File: src/rtl/fogp_pkg.sv
// Shared constants and types for the fail-output and GPIO pin control block.
// Assumes a 100 MHz core clock and an SBC mode code supplied by the state machine.
package fogp_pkg;

  localparam int CLK_PERIOD_NS = 10;

  // Strap filter, a least time: round up
  localparam int STRAP_FILT_NS = 64000;
  localparam int STRAP_CYCLES  = (STRAP_FILT_NS + CLK_PERIOD_NS - 1) / CLK_PERIOD_NS;

  // Indicator 1.25 Hz at 50 %: half period of 400 ms
  localparam int IND_HALF_NS   = 400000000;
  localparam int IND_CYCLES    = IND_HALF_NS / CLK_PERIOD_NS;

  // Pulsed light 100 Hz: period of 10 ms
  localparam int PL_PERIOD_NS  = 10000000;
  localparam int PL_CYCLES     = PL_PERIOD_NS / CLK_PERIOD_NS;

  localparam int CNT_W         = 26;

  // Register byte offsets
  localparam logic [7:0] CTRL_OFS = 8'h00;
  localparam logic [7:0] STAT_OFS = 8'h04;

  // Control register field positions
  localparam int CTRL_F2_LSB   = 0;
  localparam int CTRL_F3_LSB   = 4;
  localparam int CTRL_SW2_BIT  = 8;
  localparam int CTRL_SW3_BIT  = 9;
  localparam int CTRL_DC_LSB   = 12;
  localparam int CTRL_FOON_BIT = 16;

  // Status register field positions
  localparam int STAT_FAIL_BIT = 0;
  localparam int STAT_FOON_BIT = 1;
  localparam int STAT_DEV_BIT  = 2;
  localparam int STAT_LVL2_BIT = 3;
  localparam int STAT_LVL3_BIT = 4;
  localparam int STAT_MODE_LSB = 8;

  localparam logic [1:0] DUTY_RST = 2'h0;

  typedef enum logic [2:0] {
    MODE_INIT, MODE_NORMAL, MODE_STOP, MODE_SLEEP, MODE_RESTART, MODE_FAILSAFE
  } fogp_mode_t;

  typedef enum logic [2:0] {
    FUNC_FAIL, FUNC_OFF, FUNC_WAKE, FUNC_LOW, FUNC_HIGH
  } fogp_func_t;

  localparam fogp_func_t FUNC_RST = FUNC_FAIL;

  typedef struct packed {
    fogp_func_t func;
    logic       sw_on;
  } fogp_pincfg_t;

  typedef struct packed {
    logic o;
    logic oe;
    logic wake_en;
  } fogp_drv_t;

  // Active-low portion of one pulsed-light period: 20, 10, 5 or 2.5 %
  function automatic int fogp_duty_cycles(input logic [1:0] sel, input int period);
    unique case (sel)
      2'h0: return period / 5;
      2'h1: return period / 10;
      2'h2: return period / 20;
      2'h3: return period / 40;
    endcase
  endfunction

endpackage

File: src/rtl/fogp_fail_gpio.sv
// Fail-output and GPIO pin control with its APB register pair.
// Assumes SBC mode, failure event and failure condition come from the supervisor, synchronous.
//
// Implementation choices: the register addresses and register access over APB.
`timescale 1ns/1ns
`default_nettype none
module fogp_fail_gpio
#(
  parameter int STRAP_CYCLES = fogp_pkg::STRAP_CYCLES,
  parameter int IND_CYCLES   = fogp_pkg::IND_CYCLES,
  parameter int PL_CYCLES    = fogp_pkg::PL_CYCLES
)
(
  input  wire logic                 CLOCK,
  input  wire logic                 RST_N,
  input  wire logic                 PSEL,
  input  wire logic                 PENABLE,
  input  wire logic                 PWRITE,
  input  wire logic [7:0]           PADDR,
  input  wire logic [31:0]          PWDATA,
  output logic [31:0]               PRDATA,
  output logic                      PREADY,
  output logic                      PSLVERR,
  input  wire fogp_pkg::fogp_mode_t SBC_MODE,
  input  wire logic                 FAIL_EVT,
  input  wire logic                 FAIL_COND,
  output logic                      STATIC_FAIL_OUT_O,
  output logic                      STATIC_FAIL_OUT_OE,
  input  wire logic                 INDICATOR_FAIL_OUT_I,
  output logic                      INDICATOR_FAIL_OUT_O,
  output logic                      INDICATOR_FAIL_OUT_OE,
  output logic                      INDICATOR_WAKE_EN,
  input  wire logic                 PULSED_FAIL_OUT_STRAP_I,
  output logic                      PULSED_FAIL_OUT_STRAP_O,
  output logic                      PULSED_FAIL_OUT_STRAP_OE,
  output logic                      PULSED_WAKE_EN,
  output logic                      DEV_MODE_STRAP
);

  localparam int CW = fogp_pkg::CNT_W;

  // Configuration state
  fogp_pkg::fogp_pincfg_t cfg2_r;
  fogp_pkg::fogp_pincfg_t cfg3_r;
  logic [1:0]             duty_r;
  logic                   fo_on_r;
  logic                   fail_r;
  logic                   fail_nxt;

  // Waveform and filter state
  logic [CW-1:0]          ind_cnt_r;
  logic                   ind_ph_r;
  logic [CW-1:0]          pl_cnt_r;
  logic [CW-1:0]          strap_cnt_r;
  logic                   strap_r;
  logic                   static_oe_r;
  logic [31:0]            rdata_r;

  fogp_pkg::fogp_drv_t    drv2;
  fogp_pkg::fogp_drv_t    drv3;

  // APB decode
  wire logic              acc;
  wire logic              hit_ctrl;
  wire logic              hit_stat;
  wire logic              wr_ctrl;
  wire logic              wr_stat;
  wire logic              rd_any;
  wire logic              in_normal;
  wire logic              fail_on;
  wire logic              fail_clr;
  wire logic              ind_end;
  wire logic              pl_end;
  wire logic              pl_low;
  wire logic              strap_diff;
  wire logic              strap_take;
  wire logic [CW-1:0]     duty_cyc;
  wire logic [31:0]       ctrl_rd;
  wire logic [31:0]       stat_rd;

  assign acc       = PSEL && PENABLE;
  assign hit_ctrl  = PADDR == fogp_pkg::CTRL_OFS;
  assign hit_stat  = PADDR == fogp_pkg::STAT_OFS;
  assign in_normal = SBC_MODE == fogp_pkg::MODE_NORMAL;
  // Writes outside Normal complete on the bus but change nothing
  assign wr_ctrl   = acc && PWRITE && hit_ctrl && in_normal;
  assign wr_stat   = acc && PWRITE && hit_stat;
  // Read word loaded in the setup cycle so it stands at the access edge
  assign rd_any    = PSEL && !PENABLE && !PWRITE;

  assign PREADY    = 1'b1;
  assign PSLVERR   = acc && !(hit_ctrl || hit_stat);
  assign PRDATA    = rdata_r;

  assign ctrl_rd = {15'h0000, fo_on_r, 2'h0, duty_r, 2'h0, cfg3_r.sw_on, cfg2_r.sw_on,
                    1'b0, cfg3_r.func, 1'b0, cfg2_r.func};
  assign stat_rd = {21'h000000, SBC_MODE, 3'h0, PULSED_FAIL_OUT_STRAP_I,
                    INDICATOR_FAIL_OUT_I, DEV_MODE_STRAP, fo_on_r, fail_r};

  always_ff @(posedge CLOCK or negedge RST_N)
  begin
    if (!RST_N)
      rdata_r <= 32'h00000000;
    else if (rd_any)
      rdata_r <= hit_ctrl ? ctrl_rd : (hit_stat ? stat_rd : 32'h00000000);
  end

  // Configuration only moves in Normal; Stop/Sleep/Restart keep it untouched
  always_ff @(posedge CLOCK or negedge RST_N)
  begin
    if (!RST_N)
    begin
      cfg2_r  <= '{func: fogp_pkg::FUNC_RST, sw_on: 1'b0};
      cfg3_r  <= '{func: fogp_pkg::FUNC_RST, sw_on: 1'b0};
      duty_r  <= fogp_pkg::DUTY_RST;
      fo_on_r <= 1'b0;
    end
    else if (wr_ctrl)
    begin
      cfg2_r.func  <= fogp_pkg::fogp_func_t'(PWDATA[fogp_pkg::CTRL_F2_LSB +: 3]);
      cfg3_r.func  <= fogp_pkg::fogp_func_t'(PWDATA[fogp_pkg::CTRL_F3_LSB +: 3]);
      cfg2_r.sw_on <= PWDATA[fogp_pkg::CTRL_SW2_BIT];
      cfg3_r.sw_on <= PWDATA[fogp_pkg::CTRL_SW3_BIT];
      duty_r       <= PWDATA[fogp_pkg::CTRL_DC_LSB +: 2];
      fo_on_r      <= PWDATA[fogp_pkg::CTRL_FOON_BIT];
    end
  end

  // Failure latch: a new event beats a clear in the same cycle
  assign fail_clr = wr_stat && PWDATA[fogp_pkg::STAT_FAIL_BIT] && in_normal && !FAIL_COND;
  assign fail_nxt = FAIL_EVT || FAIL_COND || (fail_r && !fail_clr);
  assign fail_on  = fail_r || fo_on_r;

  always_ff @(posedge CLOCK or negedge RST_N)
  begin
    if (!RST_N)
      fail_r <= 1'b0;
    else
      fail_r <= fail_nxt;
  end

  // Indicator: starts in the pulled-low half so the lamp lights at once
  assign ind_end = ind_cnt_r == CW'(IND_CYCLES - 1);

  always_ff @(posedge CLOCK or negedge RST_N)
  begin
    if (!RST_N)
    begin
      ind_cnt_r <= '0;
      ind_ph_r  <= 1'b1;
    end
    else if (!fail_on)
    begin
      ind_cnt_r <= '0;
      ind_ph_r  <= 1'b1;
    end
    else
    begin
      ind_cnt_r <= ind_end ? '0 : ind_cnt_r + 1'b1;
      ind_ph_r  <= ind_end ? !ind_ph_r : ind_ph_r;
    end
  end

  // Pulsed light: low for the selected share of each period
  assign duty_cyc = CW'(fogp_pkg::fogp_duty_cycles(duty_r, PL_CYCLES));
  assign pl_end   = pl_cnt_r == CW'(PL_CYCLES - 1);
  assign pl_low   = pl_cnt_r < duty_cyc;

  always_ff @(posedge CLOCK or negedge RST_N)
  begin
    if (!RST_N)
      pl_cnt_r <= '0;
    else if (!fail_on || pl_end)
      pl_cnt_r <= '0;
    else
      pl_cnt_r <= pl_cnt_r + 1'b1;
  end

  // Strap filter; level resets high so an undriven pin reads as user mode
  assign strap_diff = PULSED_FAIL_OUT_STRAP_I != strap_r;
  assign strap_take = strap_diff && (strap_cnt_r == CW'(STRAP_CYCLES - 1));

  always_ff @(posedge CLOCK or negedge RST_N)
  begin
    if (!RST_N)
    begin
      strap_cnt_r <= '0;
      strap_r     <= 1'b1;
    end
    else
    begin
      strap_cnt_r <= (strap_diff && !strap_take) ? strap_cnt_r + 1'b1 : '0;
      strap_r     <= strap_take ? PULSED_FAIL_OUT_STRAP_I : strap_r;
    end
  end

  assign DEV_MODE_STRAP = !strap_r;

  // Static output, one register stage to line up with the pin modules
  always_ff @(posedge CLOCK or negedge RST_N)
  begin
    if (!RST_N)
      static_oe_r <= 1'b0;
    else
      static_oe_r <= fail_on;
  end

  fogp_pin_ctl u_pin2
  (
    .clk       (CLOCK),
    .rst_n     (RST_N),
    .mode      (SBC_MODE),
    .cfg       (cfg2_r),
    .fail_wave (fail_on && ind_ph_r),
    .drv_r     (drv2)
  );

  fogp_pin_ctl u_pin3
  (
    .clk       (CLOCK),
    .rst_n     (RST_N),
    .mode      (SBC_MODE),
    .cfg       (cfg3_r),
    .fail_wave (fail_on && pl_low),
    .drv_r     (drv3)
  );

  // Open drain: fail drive is always low with the enable carrying the state
  assign STATIC_FAIL_OUT_O        = 1'b0;
  assign STATIC_FAIL_OUT_OE       = static_oe_r;
  assign INDICATOR_FAIL_OUT_O     = drv2.o;
  assign INDICATOR_FAIL_OUT_OE    = drv2.oe;
  assign INDICATOR_WAKE_EN        = drv2.wake_en;
  assign PULSED_FAIL_OUT_STRAP_O  = drv3.o;
  assign PULSED_FAIL_OUT_STRAP_OE = drv3.oe;
  assign PULSED_WAKE_EN           = drv3.wake_en;

  a_cfg_write_normal: assert property (@(posedge CLOCK) disable iff (!RST_N)
    acc && PWRITE && hit_ctrl && in_normal
    |=> duty_r == $past(PWDATA[fogp_pkg::CTRL_DC_LSB +: 2]))
    else $error("control write in Normal not taken");
  a_cfg_frozen: assert property (@(posedge CLOCK) disable iff (!RST_N)
    !in_normal |=> $stable(cfg2_r) && $stable(cfg3_r) && $stable(duty_r))
    else $error("configuration changed outside Normal");
  a_fail_event_set: assert property (@(posedge CLOCK) disable iff (!RST_N)
    FAIL_EVT |=> fail_r ##1 STATIC_FAIL_OUT_OE)
    else $error("failure did not activate outputs");
  a_fail_held_restart: assert property (@(posedge CLOCK) disable iff (!RST_N)
    fail_r && (SBC_MODE inside {fogp_pkg::MODE_RESTART, fogp_pkg::MODE_FAILSAFE})
    |=> fail_r)
    else $error("fail latch dropped in restart or fail-safe");
  a_fail_clear_normal: assert property (@(posedge CLOCK) disable iff (!RST_N)
    $fell(fail_r) |-> $past(in_normal && wr_stat && !FAIL_COND && !FAIL_EVT))
    else $error("fail latch cleared without a Normal-mode clear");
  a_outputs_together: assert property (@(posedge CLOCK) disable iff (!RST_N)
    $rose(fail_on) && (cfg2_r.func == fogp_pkg::FUNC_FAIL) && $stable(cfg2_r)
    |=> STATIC_FAIL_OUT_OE && INDICATOR_FAIL_OUT_OE && !INDICATOR_FAIL_OUT_O)
    else $error("fail outputs not activated together");
  a_ind_half_period: assert property (@(posedge CLOCK) disable iff (!RST_N)
    fail_on && $past(fail_on) && $changed(ind_ph_r)
    |-> $past(ind_cnt_r) == CW'(IND_CYCLES - 1))
    else $error("indicator toggled off its half period");
  a_pulse_low_share: assert property (@(posedge CLOCK) disable iff (!RST_N)
    fail_on && (duty_r == 2'h0) && (pl_cnt_r == CW'(PL_CYCLES / 5))
    |-> !pl_low && $past(pl_low))
    else $error("pulsed-light duty edge misplaced");
  a_strap_stable: assert property (@(posedge CLOCK) disable iff (!RST_N)
    $changed(strap_r) |-> $past(strap_cnt_r) == CW'(STRAP_CYCLES - 1))
    else $error("strap accepted before filter time");
  a_unmapped_err: assert property (@(posedge CLOCK) disable iff (!RST_N)
    acc && !hit_ctrl && !hit_stat |-> PSLVERR && PREADY)
    else $error("unmapped access without error");

  c_fail_in_normal: cover property (@(posedge CLOCK) disable iff (!RST_N)
    in_normal && FAIL_EVT ##1 fail_r);
  c_restart_to_normal: cover property (@(posedge CLOCK) disable iff (!RST_N)
    (SBC_MODE == fogp_pkg::MODE_RESTART) ##1 in_normal && fail_r);
  c_strap_dev: cover property (@(posedge CLOCK) disable iff (!RST_N)
    $rose(DEV_MODE_STRAP));
  c_duty_change: cover property (@(posedge CLOCK) disable iff (!RST_N)
    wr_ctrl ##1 (duty_r == 2'h3));

endmodule
`default_nettype wire

File: src/rtl/fogp_pin_ctl.sv
// One alternate-function pin: resolves function and SBC mode into drive and wake enable.
// Assumes fail_wave already carries the failure state and waveform for this pin.
`timescale 1ns/1ns
`default_nettype none
module fogp_pin_ctl
(
  input  wire logic                 clk,
  input  wire logic                 rst_n,
  input  wire fogp_pkg::fogp_mode_t mode,
  input  wire fogp_pkg::fogp_pincfg_t cfg,
  input  wire logic                 fail_wave,
  output fogp_pkg::fogp_drv_t       drv_r
);

  fogp_pkg::fogp_drv_t drv_nxt;
  wire logic           sw_run;
  wire logic           wake_ok;

  // Switches stay put in Stop/Sleep but drop in Restart, Fail-Safe and Init
  assign sw_run  = cfg.sw_on && (mode inside {fogp_pkg::MODE_NORMAL, fogp_pkg::MODE_STOP,
                                               fogp_pkg::MODE_SLEEP});
  assign wake_ok = mode inside {fogp_pkg::MODE_NORMAL, fogp_pkg::MODE_STOP,
                                fogp_pkg::MODE_SLEEP, fogp_pkg::MODE_RESTART};

  always_comb
  begin
    drv_nxt = '0;
    unique case (cfg.func)
      fogp_pkg::FUNC_FAIL: drv_nxt.oe = fail_wave;
      fogp_pkg::FUNC_OFF:  drv_nxt = '0;
      fogp_pkg::FUNC_WAKE: drv_nxt.wake_en = wake_ok;
      fogp_pkg::FUNC_LOW:  drv_nxt.oe = sw_run;
      fogp_pkg::FUNC_HIGH:
      begin
        drv_nxt.o  = 1'b1;
        drv_nxt.oe = sw_run;
      end
      default: drv_nxt = '0;
    endcase
  end

  always_ff @(posedge clk or negedge rst_n)
  begin
    if (!rst_n)
      drv_r <= '0;
    else
      drv_r <= drv_nxt;
  end

  a_switch_off_restart: assert property (@(posedge clk) disable iff (!rst_n)
    (cfg.func inside {fogp_pkg::FUNC_LOW, fogp_pkg::FUNC_HIGH}) &&
    (mode inside {fogp_pkg::MODE_RESTART, fogp_pkg::MODE_FAILSAFE}) |=> !drv_r.oe)
    else $error("switch driven during restart or fail-safe");
  a_switch_resume: assert property (@(posedge clk) disable iff (!rst_n)
    (cfg.func == fogp_pkg::FUNC_LOW) && cfg.sw_on && (mode == fogp_pkg::MODE_NORMAL) &&
    ($past(mode) == fogp_pkg::MODE_RESTART) |=> drv_r.oe && !drv_r.o)
    else $error("low-side switch not resumed after restart");
  a_wake_failsafe_off: assert property (@(posedge clk) disable iff (!rst_n)
    (mode == fogp_pkg::MODE_FAILSAFE) |=> !drv_r.wake_en)
    else $error("wake enabled in fail-safe");
  a_wake_kept_restart: assert property (@(posedge clk) disable iff (!rst_n)
    (cfg.func == fogp_pkg::FUNC_WAKE) &&
    (mode inside {fogp_pkg::MODE_STOP, fogp_pkg::MODE_SLEEP, fogp_pkg::MODE_RESTART})
    |=> drv_r.wake_en && !drv_r.oe)
    else $error("wake input lost capability");
  a_wake_resume: assert property (@(posedge clk) disable iff (!rst_n)
    (cfg.func == fogp_pkg::FUNC_WAKE) && (mode == fogp_pkg::MODE_NORMAL) &&
    ($past(mode) == fogp_pkg::MODE_RESTART) |=> drv_r.wake_en)
    else $error("wake not resumed after restart");
  a_off_pin_quiet: assert property (@(posedge clk) disable iff (!rst_n)
    (cfg.func == fogp_pkg::FUNC_OFF) |=> !drv_r.oe && !drv_r.wake_en)
    else $error("switched-off pin active");

endmodule
`default_nettype wire

File: config.mk
export PLATFORM = sky130hd
export DESIGN_NAME = fogp_fail_gpio
export DESIGN_NICKNAME = d
export VERILOG_FILES = /design/src/rtl/fogp_pkg.sv /design/src/rtl/fogp_fail_gpio.sv /design/src/rtl/fogp_pin_ctl.sv
export SDC_FILE = /design/constraint.sdc
export NUM_CORES = 1
export LEC_CHECK = 0
export BUFFER_PORTS_ARGS = -buffer_cell sky130_fd_sc_hd__buf_2
export CAP_MARGIN = 20
export CORE_UTILIZATION = 57
export CTS_CLUSTER_SIZE = 8
export DETAILED_ROUTE_END_ITERATION = 10
export GPL_ROUTABILITY_DRIVEN = 0
export GPL_TIMING_DRIVEN = 0
export HOLD_SLACK_MARGIN = 0.06
export PLACE_DENSITY_LB_ADDON = 0.15
export SLEW_MARGIN = 20
export SYNTH_ARGS = -nofsm -noshare
export SYNTH_HDL_FRONTEND = slang
export SYNTH_HIERARCHICAL = 1
export SYNTH_SLANG_ARGS = --single-unit
File: constraint.sdc
create_clock -name CLOCK -period 2.6 [get_ports CLOCK]
set_input_delay 0.39 -clock CLOCK [delete_from_list [all_inputs] [get_ports CLOCK]]
set_output_delay 0.39 -clock CLOCK [all_outputs]
set_load 0.01 [all_outputs]
# --- Yosys cells after proc, flatten, opt, wreduce, memory -nomap -nowiden ---
# Cells that the tools add are included.
totals:
  word_cells: 98
  output_inout_bits: 43
  register_bits: 131
  in_bits: 52
op_classes:
  n_eq_ne: 19
  magnitude_cmp: 1
  n_addsub: 3
  reduce_logical: 40
  mux: 15
op_table:
  columns: ["cell", "count"]
  rows:
  - ["two-way mux 26 bit", 4]
  - ["one-hot mux 26 bit (4 select lines)", 1]
  - ["adder 26 x 1 -> 26 bit (second input constant)", 3]
  - ["equality test 26 x 13 -> 1 bit (second input constant)", 1]
  - ["equality test 26 x 20 -> 1 bit (second input constant)", 1]
  - ["equality test 26 bit (second input constant)", 1]
  - ["< comparator 26 bit", 1]
  - ["equality test 3 x 2 -> 1 bit (second input constant)", 6]
  - ["logical AND 1 bit", 18]
  - ["two-way mux 17 bit", 1]
  - ["two-way mux 11 bit", 1]
  - ["equality test 3 bit (second input constant)", 3]
  - ["logical NOT 1 bit", 9]
  - ["equality test 8 x 3 -> 1 bit (second input constant)", 1]
  - ["logical NOT 8 bit", 1]
  - ["logical NOT 3 bit", 2]
  - ["two-way mux 1 bit", 6]
  - ["logical OR 1 bit", 5]
  - ["equality test 2 bit (second input constant)", 2]
  - ["one-hot mux 1 bit (2 select lines)", 2]
  - ["nonzero test 4 bit", 1]
  - ["OR reduction 2 bit", 2]
  - ["equality test 3 x 1 -> 1 bit (second input constant)", 1]
  - ["nonzero test 3 bit", 1]
  - ["other kinds (4)", 4]

# --- Logic depth before layout (Yosys ltp) ---
depth:
  word_depth: 9
  depth_mapped: 12
  depth_no_buf: 12

# --- By module ---
# The synthesis kept the hierarchy.
modules_own_cells:
  columns: ["module", "cells_per_inst", "area_per_inst_um2", "n_inst", "seq_area_each_um2"]
  rows:
  - ["fogp_fail_gpio", 565, 5587.9, 1, 2655.0]
  - ["fogp_pin_ctl", 12, 157.7, 2, 75.1]

# --- Worst setup path after synthesis ---
# No wires, ideal clock.
synth_timing:
  path_type: "reg-to-reg"
  from: "register duty_r[0]"
  to: "register u_pin3/drv_r[1] in the netlist's numbering"
  required_time_ns: 2.490
  path_stages_with_launch: 13
  setup_time_ns: 0.110
  slack_ns: 0.399
  synth_period_minus_slack_ns: 2.201
  t_arrival_ns: 2.090
  path_buffers: 0
  cell_sequence: "dfrtp_1 -> inv_1 -> ha_1 -> inv_1 -> ha_1 -> a21oi_1 -> o21ai_0 -> a21oi_1 -> o21ai_0 -> a21o_1 -> a41oi_1 -> inv_1 -> o41ai_1"
synth_rtl:
  columns: ["element", "line_no", "rtl"]
  rows:
  - ["from (decl)", "fogp_fail_gpio.sv:45", "logic [1:0] duty_r;"]
  - ["from (signal assigned)", "fogp_fail_gpio.sv:115", "duty_r <= fogp_pkg::DUTY_RST;"]
  - ["from (signal assigned)", "fogp_fail_gpio.sv:124", "duty_r <= PWDATA[fogp_pkg::CTRL_DC_LSB +: 2];"]
  - ["to (signal assigned)", "fogp_pin_ctl.sv:47", "drv_r <= drv_nxt;"]
  - ["to (decl)", "fogp_pin_ctl.sv:12", "output fogp_pkg::fogp_drv_t drv_r"]

==> results.tsv <==
metric	value	unit
status	completed	
clockBufferDepth	2	
drive_above_1_share	21.03	%
grt_max_degree	66	
core_area	9910	sq um
fin_ws	0.1444	ns
cts_buffers	9	
dpl-instance-area	6435	sq um
worst_pin_slew	0.6794	ns
io_buffers	52	
synth_largest_area_cell	dfrtp_1	
synth_edf_count	0	
period_share	94.45	%
slew_violations	0	
hold_viol	0	
ios	95	
ant_nets	0	
num_vias	4388	
crit_fanout	6	
hp-class	in -> reg	
required	2.91	ns
synth_cell_types	50	
cp-end-kind	flip-flop	
peakVddDrop	0.5011	mV
drtIter0Drc	216	
clkTransAtPathRegs	0.12	ns
die_h	103.8	microns
viasPerCell	5.397	
wl_per_cell	14.41	microns
rows	36	
synth_warnings	6	
async_reset_ff_share	100.0	%
first_pass_iters	4	
holdPathStages	2	
fmax	407.2	MHz
power_density	547.9	nW/um^2
yosysTopAreaCellShare	46.63	%
final-setup-viol-count	0	
fillers	777	
cts_tree	done	
syn_inst	589	
syn_area	5903	sq um
setup.worst_path.start_class	flip-flop	
grt_antenna_before_repair	0	
clk_latency	0.40	ns
place_ws	-0.08459	ns
synth-seq-area-share	47.52	%
ys_seq_elements	112	
post-dp-hpwl	8322	microns
area_growth_syn_to_layout	13.97	%
die_x	103.8	microns
ys.flop_type	dfrtp_1	
maxCapViolCount	0	
dieArea	10770	sq um
nets	747	
grt_pass1_vias	4277	
power_leakage	3.323	nW
syn_area_per_cell	10.02	sq um
clock_sinks	112	
path_class	reg -> reg	
slew_headroom	54.54	%
route.detailed.drc	0	
period_minus_slack	2.456	ns
fin_area	6728	sq um
num_antenna_cells	0	
cp.arrival	2.76	ns
overflow	0	
synth.most_common_cell	dfrtp_1	
cts_max_level	3	
synth_area_leaders	dfrtp_1 47%, xor2_1 7.7%, nor2_1 5.9%	
regArea	2806	sq um
clock-root-buffer	clkbuf_8	
ys_top_cells_by_count	110 x dfrtp_1, 93 x nor2_1, 52 x xor2_1	
rsz0062_at_grt	no	
initial_utilization	59.57	%
reg2reg_depth	12	
grt_util_all_layers	23.22	%
grt_pass1_wl	20200	microns
multiInputGateArea	2887	sq um
finClkSkew	0.02166	ns
wl	11720	microns
cell families after synthesis:
| family | share of synthesized area [%] |
|---|---|
| AOI/OAI and AO/OA | 5.087 |
| DFF | 47.52 |
| and+or+nand+nor | 24.65 |
| muxes | 2.734 |
| adders and majority gates | 4.239 |
| buffers and inverters | 5.108 |
| xor gates and xnor gates | 10.53 |
| other | 0.1272 |
cells in the final DEF (no fill, tap or decap), types with 4 or more instances in the layout:
| cell type | count |
|---|---|
| conb_1 | 21 |
| nand3_1 | 45 |
| a22oi_1 | 5 |
| xor2_1 | 52 |
| and2_1 | 4 |
| nand2_1 | 49 |
| dfrtp_1 | 109 |
| nand4_1 | 12 |
| or3_1 | 6 |
| nor4_1 | 9 |
| clkbuf_8 | 9 |
| a22o_1 | 6 |
| inv_1 | 16 |
| o21ai_0 | 10 |
| nor2_2 | 6 |
| and3_1 | 17 |
| xnor2_1 | 19 |
| nor2_1 | 93 |
| ha_1 | 20 |
| nor3_1 | 9 |
| buf_2 | 55 |
| buf_4 | 27 |
| a21oi_1 | 9 |
| mux2_4 | 10 |
power by group:
part | internal [mW] | switching (mW) | total (mW)
Sequential | 1.85 | 0.134 | 1.99
Clock | 0.575 | 0.663 | 1.24
Combinational | 0.207 | 0.253 | 0.460
through the flow:
stage	utilization, %	hold WS [ns]	TNS (ns)	instances	power, mW
5_1_grt	67.89	0.1632	0	813	3.873
3_5_place_dp	64.94	0.3596	-0.08459	794	2.477
4_1_cts	67.63	0.1723	0	811	3.717
6_report	67.89	0.1875	0	813	3.686
3_3_place_gp	64.60	0.4492	-13.49	793	2.440
2_1_floorplan	-	0.09441	0	608	2.312
worst paths after layout:
path | start | end | slack (ns)
setup / recovery | duty_r[0] | u_pin3/drv_r[1] | 0.14
hold / removal | FAIL_EVT | fail_r | 0.19
setup reg to reg | duty_r[0] | u_pin3/drv_r[1] | 0.14
hold reg to reg | PRDATA[10] | PRDATA[10] | 0.48
max in group asynchronous | RST_N | ind_ph_r | 1.42
min in group asynchronous | RST_N | strap_cnt_r[17] | 0.48
critical path: stages, from the launching register on:
cell and delay, ns:
dfrtp_2 0.44, inv_2 0.08, ha_1 0.28, inv_1 0.06, ha_1 0.29, a21oi_1 0.16
o21ai_1 0.10, a21oi_2 0.12, o21ai_0 0.10, a21o_1 0.19, a41oi_2 0.23, inv_1 0.08
o41ai_2 0.22
registers in the layout, indices dropped and copies added, names as in the netlist:
| register | count |
|---|---|
| PRDATA | 13 |
| STATIC_FAIL_OUT_OE | 1 |
| cfg2_r | 4 |
| cfg3_r | 4 |
| duty_r | 2 |
| fail_r | 1 |
| fo_on_r | 1 |
| ind_cnt_r | 26 |
| ind_ph_r | 1 |
| pl_cnt_r | 26 |
| strap_cnt_r | 26 |
| strap_r | 1 |
| u_pin2/drv_r | 3 |
| u_pin3/drv_r | 3 |
layer usage:
metal | share of wire [%] | GRT usage [%] | vias to the layer above
met4 | 1.2 | 7.449 | 0
met1 | 47 | 31.62 | 2142
met3 | 3.8 | 5.098 | 13
met2 | 48 | 37.15 | 84
li1 | - | - | 2149
met5 | 0 | 0 | -
what timing repair did:
item                                    4_1_cts  5_1_grt
endpoints found under the setup margin        1        1
gates resized for setup                       2        4
hold buffers                                  1        0
hold endpoints to repair                     46        0
pin swaps                                     0        1
buffers inserted                              0        2
layout make-up:
type | instances | area share (%)
Inverter | 17 | 0.9485
Clock inverter | 7 | 1.841
Clock buffer | 9 | 1.841
Tap cell | 133 | 2.474
Multi-Input combinational cell | 446 | 42.91
Buffer | 33 | 3.534
Timing Repair Buffer | 56 | 4.742
Sequential cell | 112 | 41.71
Note: power is estimated with default switching activity, not from simulation.
